**config.mk**
```make
export PLATFORM = sky130hd
export DESIGN_NAME = freq_monitor
export DESIGN_NICKNAME = d
export VERILOG_FILES = /design/src/hdl/freq_monitor_pkg.sv /design/src/hdl/freq_monitor.sv /design/src/hdl/level_sync.sv /design/src/hdl/edge_ratio_counter.sv
export SDC_FILE = /design/constraint.sdc
export NUM_CORES = 1
export LEC_CHECK = 0
export ABC_AREA = 1
export BUFFER_PORTS_ARGS = -buffer_cell sky130_fd_sc_hd__buf_4
export CORE_ASPECT_RATIO = 0.5
export CORE_MARGIN = 4
export CORE_UTILIZATION = 57
export DETAILED_ROUTE_END_ITERATION = 10
export GPL_ROUTABILITY_DRIVEN = 1
export MAX_ROUTING_LAYER = met4
export PLACE_DENSITY_LB_ADDON = 0.12
export SLEW_MARGIN = 20
export SYNTH_ARGS = -nofsm -noshare
export SYNTH_HDL_FRONTEND = slang
export SYNTH_SLANG_ARGS = --single-unit
```
**constraint.sdc**
```tcl
create_clock -name i_clk -period 2.93 [get_ports i_clk]
set_input_delay 0.4395 -clock i_clk [delete_from_list [all_inputs] [get_ports i_clk]]
set_output_delay 0.4395 -clock i_clk [all_outputs]
set_load 0.05 [all_outputs]
```
**src/hdl/freq_monitor_pkg.sv**
```systemverilog
package freq_monitor_pkg;

   ////////////////////////////////////////////////////////////////////////////////
   // register map, byte addresses
   localparam int             ADR_W          = 8;
   localparam logic [7:0]     ADR_KEY        = 8'h00;
   localparam logic [7:0]     ADR_ENABLE     = 8'h04;
   localparam logic [7:0]     ADR_LIMIT_BASE = 8'h08;
   localparam int             LIMIT_STRIDE   = 4;
   localparam int             LIMIT_COUNT    = 4;
   // limit array order
   localparam int             LIM_LOW_BYP    = 0;
   localparam int             LIM_LOW_ACT    = 1;
   localparam int             LIM_HIGH_BYP   = 2;
   localparam int             LIM_HIGH_ACT   = 3;

   ////////////////////////////////////////////////////////////////////////////////
   // field layout and codes
   localparam int             KEY_W          = 8;
   localparam int             LIMIT_W        = 9;
   localparam logic [7:0]     KEY_UNLOCK     = 8'hF9;
   localparam logic [7:0]     KEY_LOCK       = 8'h06;
   localparam logic [7:0]     DETECT_ON      = 8'hE4;
   localparam logic [7:0]     DETECT_OFF     = 8'h00;

   ////////////////////////////////////////////////////////////////////////////////
   // reset values
   localparam logic [7:0]     KEY_RST        = KEY_LOCK;
   localparam logic [7:0]     ENABLE_RST     = DETECT_OFF;
   localparam logic [8:0]     LIMIT_RST [LIMIT_COUNT] = '{9'h01D, 9'h077, 9'h025, 9'h08F};

   ////////////////////////////////////////////////////////////////////////////////
   // timing: one detecting cycle is 128 reference periods; limits are ratio x 32
   localparam int             DETECT_PERIODS = 128;
   localparam int             RATIO_SCALE    = 32;
   localparam int             WIN_W          = $clog2(DETECT_PERIODS);
   localparam logic [6:0]     WIN_LAST       = 7'(DETECT_PERIODS - 1);
   localparam int             SCALE_SHIFT    = $clog2(DETECT_PERIODS / RATIO_SCALE);

   typedef enum logic [1:0] {ST_IDLE, ST_FIRST, ST_CHECK} mon_state_type;

endpackage

```
**src/hdl/freq_monitor.sv**
```systemverilog
// Operation
// - enable and limit writes blocked unless key holds unlock code
// - enable code starts monitoring when unlocked
// - limit pair follows the pll select bit
// - stop mode suspends, resumes after warm-up
// - monitoring only in normal and idle
// - monitor reset puts io pins high-impedance
// - only main reset clears registers, disabled
// - enable survives watchdog, cpu and own resets
// - first check after two 128-period cycles
// - out-of-range frequency requests a reset
// - request follows detection by one cycle
// - own reset leaves monitor running, bypass limits
// - limit equals frequency ratio times 32
// - unknown key write stores the lock code
// - unknown enable write is ignored
// - limit writes ignored while monitor operates
// - own reset with pll on forces bypass pair
`timescale 1ns/1ps
module freq_monitor #(
   parameter int CNT_W = 12
) (
   // clock and reset
   input  wire logic                                  i_clk,
   input  wire logic                                  i_rst,
   input  wire logic                                  i_ce,
   // wishbone slave
   input  wire logic                                  i_wb_cyc,
   input  wire logic                                  i_wb_stb,
   input  wire logic                                  i_wb_we,
   input  wire logic [freq_monitor_pkg::ADR_W-1:0]    i_wb_adr,
   input  wire logic [3:0]                            i_wb_sel,
   input  wire logic [31:0]                           i_wb_dat,
   output logic      [31:0]                           o_wb_dat,
   output logic                                       o_wb_ack,
   // clock generator and mode
   input  wire logic                                  i_monitored_clock,
   input  wire logic                                  i_pll_select_bit,
   input  wire logic                                  i_stop_mode,
   input  wire logic                                  i_warmup,
   // reset controller
   input  wire logic                                  i_sys_reset_done,
   output logic                                       o_reset_req,
   output logic                                       o_io_hiz
);
   import freq_monitor_pkg::*;

   if (CNT_W < LIMIT_W + SCALE_SHIFT + 1) begin : g_bad_width
      $error("CNT_W too small for the limit range");
   end

   ////////////////////////////////////////////////////////////////////////////////
   // register bus

   function automatic logic hit(input logic [ADR_W-1:0] adr, input logic [7:0] off);
      hit = (adr == off);
   endfunction

   logic                 ack_q;
   logic [31:0]          rd_q;
   logic                 bus_req;
   logic                 wr_go;
   logic [KEY_W-1:0]     key_q;
   logic [KEY_W-1:0]     en_q;
   logic [LIMIT_W-1:0]   lim_q [LIMIT_COUNT];
   logic                 unlocked;
   logic                 operating;
   logic [31:0]          rd_d;

   assign bus_req  = i_wb_cyc & i_wb_stb;
   // commit on the edge where the master sees ack
   assign wr_go    = bus_req & i_wb_we & ack_q & i_ce;
   assign o_wb_ack = ack_q;
   assign o_wb_dat = rd_q;

   always_ff @(posedge i_clk) begin
      if (i_rst) begin
         ack_q <= 1'b0;
      end else if (i_ce) begin
         ack_q <= bus_req & ~ack_q;
      end
   end

   always_comb begin
      rd_d = 32'h0000_0000;
      if (hit(i_wb_adr, ADR_KEY)) begin
         rd_d[KEY_W-1:0] = key_q;
      end else if (hit(i_wb_adr, ADR_ENABLE)) begin
         rd_d[KEY_W-1:0] = en_q;
      end
      for (int i = 0; i < LIMIT_COUNT; i++) begin
         if (hit(i_wb_adr, 8'(ADR_LIMIT_BASE + 8'(i * LIMIT_STRIDE)))) begin
            rd_d[LIMIT_W-1:0] = lim_q[i];
         end
      end
   end

   // reads stay open while writes are locked
   always_ff @(posedge i_clk) begin
      if (i_rst) begin
         rd_q <= 32'h0000_0000;
      end else if (i_ce && bus_req && !ack_q) begin
         rd_q <= rd_d;
      end
   end

   ////////////////////////////////////////////////////////////////////////////////
   // control registers; only i_rst (pin, power-on, voltage drop) clears them

   assign unlocked  = (key_q == KEY_UNLOCK);
   assign operating = (en_q == DETECT_ON);

   always_ff @(posedge i_clk) begin
      if (i_rst) begin
         key_q <= KEY_RST;
      end else if (wr_go && i_wb_sel[0] && hit(i_wb_adr, ADR_KEY)) begin
         if ((i_wb_dat[7:0] == KEY_UNLOCK) || (i_wb_dat[7:0] == KEY_LOCK)) begin
            key_q <= i_wb_dat[7:0];
         end else begin
            key_q <= KEY_LOCK;
         end
      end
   end

   // watchdog, cpu or own resets never reach here, so enable persists
   always_ff @(posedge i_clk) begin
      if (i_rst) begin
         en_q <= ENABLE_RST;
      end else if (wr_go && i_wb_sel[0] && unlocked && hit(i_wb_adr, ADR_ENABLE)) begin
         if ((i_wb_dat[7:0] == DETECT_ON) || (i_wb_dat[7:0] == DETECT_OFF)) begin
            en_q <= i_wb_dat[7:0];
         end
      end
   end

   for (genvar g = 0; g < LIMIT_COUNT; g++) begin : g_limit
      logic sel_this;
      assign sel_this = wr_go && unlocked && !operating
                        && hit(i_wb_adr, 8'(ADR_LIMIT_BASE + 8'(g * LIMIT_STRIDE)));
      always_ff @(posedge i_clk) begin
         if (i_rst) begin
            lim_q[g] <= LIMIT_RST[g];
         end else if (sel_this) begin
            if (i_wb_sel[0]) begin
               lim_q[g][7:0] <= i_wb_dat[7:0];
            end
            if (i_wb_sel[1]) begin
               lim_q[g][8] <= i_wb_dat[8];
            end
         end
      end
   end

   ////////////////////////////////////////////////////////////////////////////////
   // limit pair selection

   logic               byp_q;
   logic               use_active;
   logic [LIMIT_W-1:0] low_lim;
   logic [LIMIT_W-1:0] high_lim;
   logic               req_d;
   logic               req_q;

   assign use_active = i_pll_select_bit & ~byp_q;
   assign low_lim    = use_active ? lim_q[LIM_LOW_ACT]  : lim_q[LIM_LOW_BYP];
   assign high_lim   = use_active ? lim_q[LIM_HIGH_ACT] : lim_q[LIM_HIGH_BYP];

   // holds bypass pair until the clock generator has dropped its pll select
   always_ff @(posedge i_clk) begin
      if (i_rst) begin
         byp_q <= 1'b0;
      end else if (i_ce) begin
         if (req_d && i_pll_select_bit) begin
            byp_q <= 1'b1;
         end else if (!i_pll_select_bit) begin
            byp_q <= 1'b0;
         end
      end
   end

   ////////////////////////////////////////////////////////////////////////////////
   // measurement

   logic               mon_level;
   logic [CNT_W-1:0]   edge_count;
   logic [CNT_W-1:0]   measured;
   logic               active;
   logic               win_end;
   logic               out_range;
   logic [WIN_W-1:0]   win_q;
   logic               pending_q;
   mon_state_type      state_q;

   // the monitored clock must stay below half the reference rate
   level_sync #(
      .W       (1)
   ) u_mon_sync (
      .i_clk   (i_clk),
      .i_rst   (i_rst),
      .i_ce    (i_ce),
      .i_async (i_monitored_clock),
      .o_sync  (mon_level)
   );

   edge_ratio_counter #(
      .CNT_W   (CNT_W)
   ) u_counter (
      .i_clk   (i_clk),
      .i_rst   (i_rst),
      .i_ce    (i_ce),
      .i_level (mon_level),
      .i_clear ((state_q == ST_IDLE) || win_end),
      .o_count (edge_count)
   );

   assign active    = operating & ~i_stop_mode & ~i_warmup;
   assign win_end   = active && (state_q != ST_IDLE) && (win_q == WIN_LAST);
   // 128-period count scaled to the x32 limit units
   assign measured  = edge_count >> SCALE_SHIFT;
   assign out_range = (measured < CNT_W'(low_lim)) || (measured > CNT_W'(high_lim));

   always_ff @(posedge i_clk) begin
      if (i_rst) begin
         state_q <= ST_IDLE;
      end else if (i_ce) begin
         case (state_q)
            ST_IDLE:  if (active) state_q <= ST_FIRST;
            ST_FIRST: if (!active) state_q <= ST_IDLE;
                      else if (win_end) state_q <= ST_CHECK;
            ST_CHECK: if (!active) state_q <= ST_IDLE;
            default:  state_q <= ST_IDLE;
         endcase
      end
   end

   always_ff @(posedge i_clk) begin
      if (i_rst) begin
         win_q <= '0;
      end else if (i_ce) begin
         if (!active || (state_q == ST_IDLE)) begin
            win_q <= '0;
         end else begin
            win_q <= win_q + WIN_W'(1);
         end
      end
   end

   // checking goes on through the monitor's own reset
   always_ff @(posedge i_clk) begin
      if (i_rst) begin
         pending_q <= 1'b0;
      end else if (i_ce) begin
         if (!active) begin
            pending_q <= 1'b0;
         end else if (win_end && (state_q == ST_CHECK)) begin
            pending_q <= out_range;
         end
      end
   end

   ////////////////////////////////////////////////////////////////////////////////
   // reset request and pin release

   assign req_d       = win_end && (state_q == ST_CHECK) && pending_q;
   assign o_reset_req = req_q;

   always_ff @(posedge i_clk) begin
      if (i_rst) begin
         req_q <= 1'b0;
      end else if (i_ce) begin
         req_q <= req_d;
      end
   end

   // set wins over the controller's release
   always_ff @(posedge i_clk) begin
      if (i_rst) begin
         o_io_hiz <= 1'b0;
      end else if (i_ce) begin
         if (req_d) begin
            o_io_hiz <= 1'b1;
         end else if (i_sys_reset_done) begin
            o_io_hiz <= 1'b0;
         end
      end
   end
endmodule

```
**src/hdl/level_sync.sv**
```systemverilog
`timescale 1ns/1ps
module level_sync #(
   parameter int W = 1
) (
   // clock
   input  wire logic         i_clk,
   input  wire logic         i_rst,
   input  wire logic         i_ce,
   // levels
   input  wire logic [W-1:0] i_async,
   output logic      [W-1:0] o_sync
);

   logic [W-1:0] meta_q;

   // first stage feeds only the second
   always_ff @(posedge i_clk) begin
      if (i_rst) begin
         meta_q <= '0;
         o_sync <= '0;
      end else if (i_ce) begin
         meta_q <= i_async;
         o_sync <= meta_q;
      end
   end

endmodule

```
**src/hdl/edge_ratio_counter.sv**
```systemverilog
`timescale 1ns/1ps
module edge_ratio_counter #(
   parameter int CNT_W = 12
) (
   // clock
   input  wire logic             i_clk,
   input  wire logic             i_rst,
   input  wire logic             i_ce,
   // monitored level, already synchronised
   input  wire logic             i_level,
   input  wire logic             i_clear,
   output logic      [CNT_W-1:0] o_count
);

   logic prev_q;
   logic rise;

   assign rise = i_level & ~prev_q;

   always_ff @(posedge i_clk) begin
      if (i_rst) begin
         prev_q <= 1'b0;
      end else if (i_ce) begin
         prev_q <= i_level;
      end
   end

   // saturate so a runaway clock still reads as too fast
   always_ff @(posedge i_clk) begin
      if (i_rst) begin
         o_count <= '0;
      end else if (i_ce) begin
         if (i_clear) begin
            o_count <= CNT_W'(rise);
         end else if (rise && (o_count != '1)) begin
            o_count <= o_count + CNT_W'(1);
         end
      end
   end

endmodule

```
# Yosys cells after proc, flatten, opt, wreduce, memory -nomap -nowiden
# Memories as Yosys holds them, arrays and structs flattened.
# Cells that the tools add are included.
[classes]
n_bitwise = 22
mux = 59
magnitude_cmp = 2
addsub = 2
n_reduce_logical = 38
n_eq_ne = 19
[ops]
columns = ["operator", "n"]
rows = [
  ["8-bit two-way mux", 7],
  ["9-bit two-way mux", 6],
  ["1-bit two-way mux", 38],
  ["8-bit equality test, second input constant", 4],
  ["12-bit two-way mux", 2],
  ["1-bit logical AND", 18],
  ["8-bit by 3-bit equality test with 1-bit output, second input constant", 2],
  ["8-bit by 4-bit equality test with 1-bit output, second input constant", 2],
  ["8-bit by 5-bit equality test with 1-bit output, second input constant", 2],
  ["8-bit logical NOT", 2],
  ["12-bit by 1-bit adder with 12-bit output, second input constant", 1],
  ["12-bit != test, second input constant", 1],
  ["10-bit by 9-bit > comparator with 1-bit output", 1],
  ["10-bit by 9-bit less-than comparator with 1-bit output", 1],
  ["2-bit AND reduction", 5],
  ["1-bit bitwise AND", 9],
  ["2-bit two-way mux", 4],
  ["1-bit bitwise OR", 8],
  ["7-bit by 1-bit adder with 7-bit output, second input constant", 1],
  ["7-bit equality test, second input constant", 1],
  ["7-bit two-way mux", 1],
  ["2-bit one-hot mux with 3 select lines", 1],
  ["2-bit nonzero test", 3],
  ["1-bit logical OR", 5],
  ["other kinds (9)", 17],
]
[word_totals]
word_cells = 157
ram_bits = 36
register_bits = 54
n_memories = 1
out_inout_bits = 35
[memory_table]
columns = ["name", "depth", "word_bits", "read_ports", "rd_ports_with_merged_regs", "write_ports", "line_no", "rtl"]
rows = [
  ["lim_q", 4, 9, 4, 0, 4, "freq_monitor.sv:65", "logic [LIMIT_W-1:0] lim_q [LIMIT_COUNT];"],
]

# Longest topological paths before layout
[depth]
ltp_word = 11
mapped_depth = 14
ltp_nobuf = 14

# Modules after synthesis
# A second synthesis with hierarchy kept.
[hier_totals]
cells_unflattened = 741
area_unflattened_um2 = 5491.5
[modules_own_cells]
columns = ["mod", "area_per_inst_um2", "seq_area_each_um2", "cells_per_inst", "n_inst"]
rows = [
  ["freq_monitor", 4564.4, 1861.8, 581, 1],
  ["edge_ratio_counter", 845.8, 260.2, 147, 1],
  ["level_sync", 81.3, 40.0, 13, 1],
]

# Worst setup path before layout
# Ideal clock, no wire load.
[synth_timing]
path_kind = "input -> register"
from = "in i_pll_select_bit"
to = "reg pending_q"
setup_ps = 117
arrival_time_ps = 2049
stages = 11
n_path_buf = 1
slack_ps = 764
cell_sequence = "nand2_1 -> clkbuf_1 -> mux2i_1 -> ha_1 -> inv_1 -> nor3_1 -> nand4_1 -> nand2_1 -> nand2_1 -> nor2_1 -> nor2_1"
[synth_via]
elab_chain_cells = 6
[synth_lines]
columns = ["item", "line_no", "rtl"]
rows = [
  ["from (decl)", "freq_monitor.sv:38", "input wire logic i_pll_select_bit,"],
  ["1-bit bitwise AND (*)", "freq_monitor.sv:164", "assign use_active = i_pll_select_bit & ~byp_q;"],
  ["9-bit two-way mux (on tied branches)", "freq_monitor.sv:165, freq_monitor.sv:166", ""],
  ["10-bit by 9-bit less-than comparator with 1-bit output / 10-bit by 9-bit > comparator with 1-bit output (equally long branches)", "freq_monitor.sv:220", "assign out_range = (measured < CNT_W'(low_lim)) || (measured > CNT_W'(high_lim));"],
  ["1-bit logical OR (*)", "freq_monitor.sv:220", ""],
  ["1-bit two-way mux (*)", "freq_monitor.sv:255", "end else if (win_end && (state_q == ST_CHECK)) begin"],
  ["1-bit two-way mux (*)", "freq_monitor.sv:253", "if (!active) begin"],
  ["to (signal assigned)", "freq_monitor.sv:256", "pending_q <= out_range;"],
  ["to (decl)", "freq_monitor.sv:191", "logic pending_q;"],
]
# Every way passes the cells marked *; elsewhere a longest branch is shown, timed or not. The select of a mux whose other input is x is not followed.
# A chain may end at the register's enable or synchronous reset.

# Worst setup path in the final report
[layout_timing]
from = "reg byp_q"
to = "reg pending_q"
[layout_via]
elab_chain_cells = 7
[layout_lines]
columns = ["item", "line_no", "rtl"]
rows = [
  ["from (decl)", "freq_monitor.sv:157", "logic byp_q;"],
  ["from (signal assigned)", "freq_monitor.sv:171", "byp_q <= 1'b0;"],
  ["from (signal assigned)", "freq_monitor.sv:174", "byp_q <= 1'b1;"],
  ["from (signal assigned)", "freq_monitor.sv:176", "byp_q <= 1'b0;"],
  ["1-bit inverter (*)", "freq_monitor.sv:164", ""],
  ["1-bit bitwise AND (*)", "freq_monitor.sv:164", ""],
  ["9-bit two-way mux (on tied branches)", "freq_monitor.sv:165, freq_monitor.sv:166", ""],
  ["10-bit by 9-bit less-than comparator with 1-bit output / 10-bit by 9-bit > comparator with 1-bit output (equally long branches)", "freq_monitor.sv:220", ""],
  ["1-bit logical OR (*)", "freq_monitor.sv:220", ""],
  ["1-bit two-way mux (*)", "freq_monitor.sv:255", ""],
  ["1-bit two-way mux (*)", "freq_monitor.sv:253", ""],
]
# Marks and branches as above.

==> run_results.csv <==
group,metric,value,unit
worst_setup_path,arrival,2.43,ns
worst_setup_path,cp_num_buf_inv,2,
finish,fillCellCount,788,
placed_design,port_buffers,41,
synthesis,yosysWarnings,0,
power,p_leak,2.46,nW
clocking,cts_hold_buf,0,
route,firstDrtPassIters,5,
placed_design,gp_congestion,0.943,
die,rows,24,
worst_setup_path,slowest_stage,"dfxtp_1",
synthesis,synth_area_leader_cell,"dfxtp_1",
sta,fin_ws,0.740,ns
die,die_w,145,um
die,die_y,76.3,um
global_routing,grt_pass1_wl,20600,um
route,drt_iter0_drc,308,
clocking,cts_sinks,90,
min_path,worstHoldPathType,"in2reg",
synthesis,syn_area,0.00532,mm^2
route,via_count,4645,
placed_design,pre_cts_ws,0.508,ns
worst_setup_path,critical_path_class,"reg2reg",
clocking,clk_path_buf_depth,2,
outcome,outcome,"completed",
global_routing,grt.busiest_layer,"met1",
clocking,cts_resized,0,
worst_setup_path,cp_max_fo,18,
worst_setup_path,path_cells,"inv_1 -> nand2_1 -> buf_4 -> mux2i_1 -> ha_1 -> a21oi_1 -> o21ai_0 -> nand2_1 -> nand3_1 -> nand2_1 -> nand2_1 -> nor2_1 -> nor2_1",
global_routing,grt_use_met1,35.5,%
finish,diodes,0,
clocking,h-tree-depth,3,
clocking,insertion_delay,0.35,ns
clocking,clk_pin_slew_worst_paths,0.07,ns
synthesis,ys_seq_area_share,40.6,%
synthesis,synth_seq_cells,90,
die,io_pins,90,
min_path,hp-start,"i_monitored_clock",
global_routing,grt_overflow,0,
synthesis,synthArstFlopShare,0,%
global_routing,use_met3,5.20,%
synthesis,avgSynthCellArea,7.65,um^2
sta,final_hold_viol_count,0,
worst_setup_path,required,3.17,ns
worst_setup_path,setup.worst_path.start,"byp_q",
worst_setup_path,cpPeakStageDelay,0.31,ns
synthesis,synth_edf_count,36,
power,irDropWorstVdd,0.291,mV
worst_setup_path,crit_family,"simple AND/OR/NAND/NOR gates",
clocking,cts_made_buffers,9,
die,core_area,0.00889,mm^2
sta,final.min_clock_period,2.19,ns
global_routing,gr-usage-met2,35.3,%
sta,setup_viol,0,
synthesis,synth_top_area_share,20.3,%
clocking,cts-root-buf,"clkbuf_16",
sta,max-slew-margin-rel,66.0,%
sta,rsz0062_at_grt,"no",
route,drc,0,
worst_setup_path,crit_path_end_kind,"flop",
sta,final_max_slew_viol_count,0,
placed_design,dp.final_hpwl,9600,um
route,totalWireLength,12800,um
worst_setup_path,startpoint_type,"flop",
die,start_util,59.8,%
sta,totalNegativeSetupSlack,0,ns
sta,fmax,457,MHz
clocking,tritoncts,"built",
worst_setup_path,cp_common_cell,"nand2_1",
finish,nets,810,
sta,final_min_period_over_clock_period,74.7,%
worst_setup_path,timing.rr.start,"byp_q",
global_routing,grt_pass1_vias,4154,
die,die_area,0.0110,mm^2
clocking,cts_setup_buffers,0,
synthesis,synthTopCellsByArea,"dfxtp_1, edfxtp_1, nand2_1, nor2_1, inv_1",
synthesis,synthDistinctLibCells,43,
run,cap_violations,0,
global_routing,grt_max_degree,35,
finish,layout-drive-gt1-share,15.8,%
global_routing,antenna_found_initial,0,
global_routing,grtUsageTotal,24.5,%
synthesis,synth_flop_cell,"dfxtp_1",
synthesis,synth_cells,695,
sta,tightest_slew,0.509,ns
power,powerDensity,490,mW/mm^2
sta,skew,0.0110,ns
route,ant_nets,0,
route,post_drt_wl_per_cell,14.9,um
finish,syn2layout_area_growth,12.1,%
route,via_per_inst,5.41,
-- cell families (layout without fill, tap and decap cells) --
family	count (synthesis)	after routing	share of synthesized area [%]
mux	8	8	1.51
flops	90	90	40.6
buf+inv	108	132	9.64
simple gates	368	368	32.0
xor+xnor	11	11	1.81
fa+ha+maj	19	19	4.47
compound gates	90	90	9.81
other cells	1	23	0.0705
-- per-layer routing --
layer,wire (um),vias to the layer above,part of all wire (%)
li1,-,2327,-
met1,6030,2127,47
met2,5510,173,43
met3,1070,18,8.4
met4,148,0,1.2
met5,0,-,0
-- synthesized netlist by cell type, types with 12 or more instances --
library cell / count
nand2_1: 146
nand3_1: 45
clkbuf_1: 12
nand2_2: 14
edfxtp_1: 36
nand4_1: 17
o21ai_0: 35
dfxtp_1: 54
buf_4: 24
nor2_1: 106
inv_1: 65
ha_1: 19
a21oi_1: 35
-- metrics by stage --
step	total power (W)	util [%]	area, um^2	hold slack (ns)	instances
2_1_floorplan	0.00164	-	5400	0.433	717
3_3_place_gp	0.00170	63.5	5640	0.445	842
3_5_place_dp	0.00171	63.5	5640	0.449	842
4_1_cts	0.00292	67.1	5960	0.325	858
5_1_grt	0.00303	67.1	5960	0.360	858
6_report	0.00292	67.1	5960	0.322	858
-- sequential cells by signal, indices dropped and copies added, names as in the netlist --
| name | cells |
|---|---|
| lim_q | 36 |
| u_counter.o_count | 12 |
| o_wb_dat | 9 |
| en_q | 8 |
| key_q | 8 |
| win_q | 7 |
| state_q | 2 |
| byp_q | 1 |
| o_io_hiz | 1 |
| o_reset_req | 1 |
| o_wb_ack | 1 |
| pending_q | 1 |
| u_counter.prev_q | 1 |
| u_mon_sync.meta_q | 1 |
| u_mon_sync.o_sync | 1 |
-- layout by cell type, fill, tap and decap left out, drive strengths merged, types with 2 or more instances in the layout --
master	synthesis	routed
buf	26	46
edfxtp	36	36
clkbuf	12	9
a21oi	44	44
nor3	13	13
clkinv	1	3
xnor2	5	5
or2	2	2
conb	1	23
dfxtp	54	54
a211oi	2	2
nor3b	2	2
nand4	17	17
nor2	120	120
xor2	6	6
o211ai	2	2
nand3	51	51
ha	19	19
mux2i	8	8
nand2	161	161
inv	69	72
o21ai	36	36
-- worst paths after layout --
path                                     endpoint  slack (ns)  cells after the start
worst max register to register          pending_q        0.74                     13
worst min-delay path            u_mon_sync.meta_q        0.32                      3
worst min register to register           win_q[6]        0.46                      2
worst max-delay path                    pending_q        0.74                     13
-- tightest hold or removal path, cell delays in order --
cell and delay [ns]:
buf_4 0.07, nor2_1 0.03, nor2_1 0.09
-- report_power, final --
group | switching [W] | leakage [nW] | internal, W
sequential | 0.0000224 | 0.789 | 0.00133
combinational | 0.000244 | 1.52 | 0.0000836
clock | 0.000549 | 0.153 | 0.000685
-- final cells by class --
| type | count | area [um^2] | share of cell area (%) |
|---|---|---|---|
| clock inverter | 7 | 93.8 | 1.57 |
| sequential | 90 | 2160 | 36.3 |
| inverter | 70 | 263 | 4.41 |
| multi-input combinational | 519 | 2730 | 45.7 |
| tap | 117 | 146 | 2.46 |
| clock buffer | 9 | 225 | 3.78 |
| timing repair buffer | 46 | 345 | 5.79 |
(Power assumes the default switching activity.)
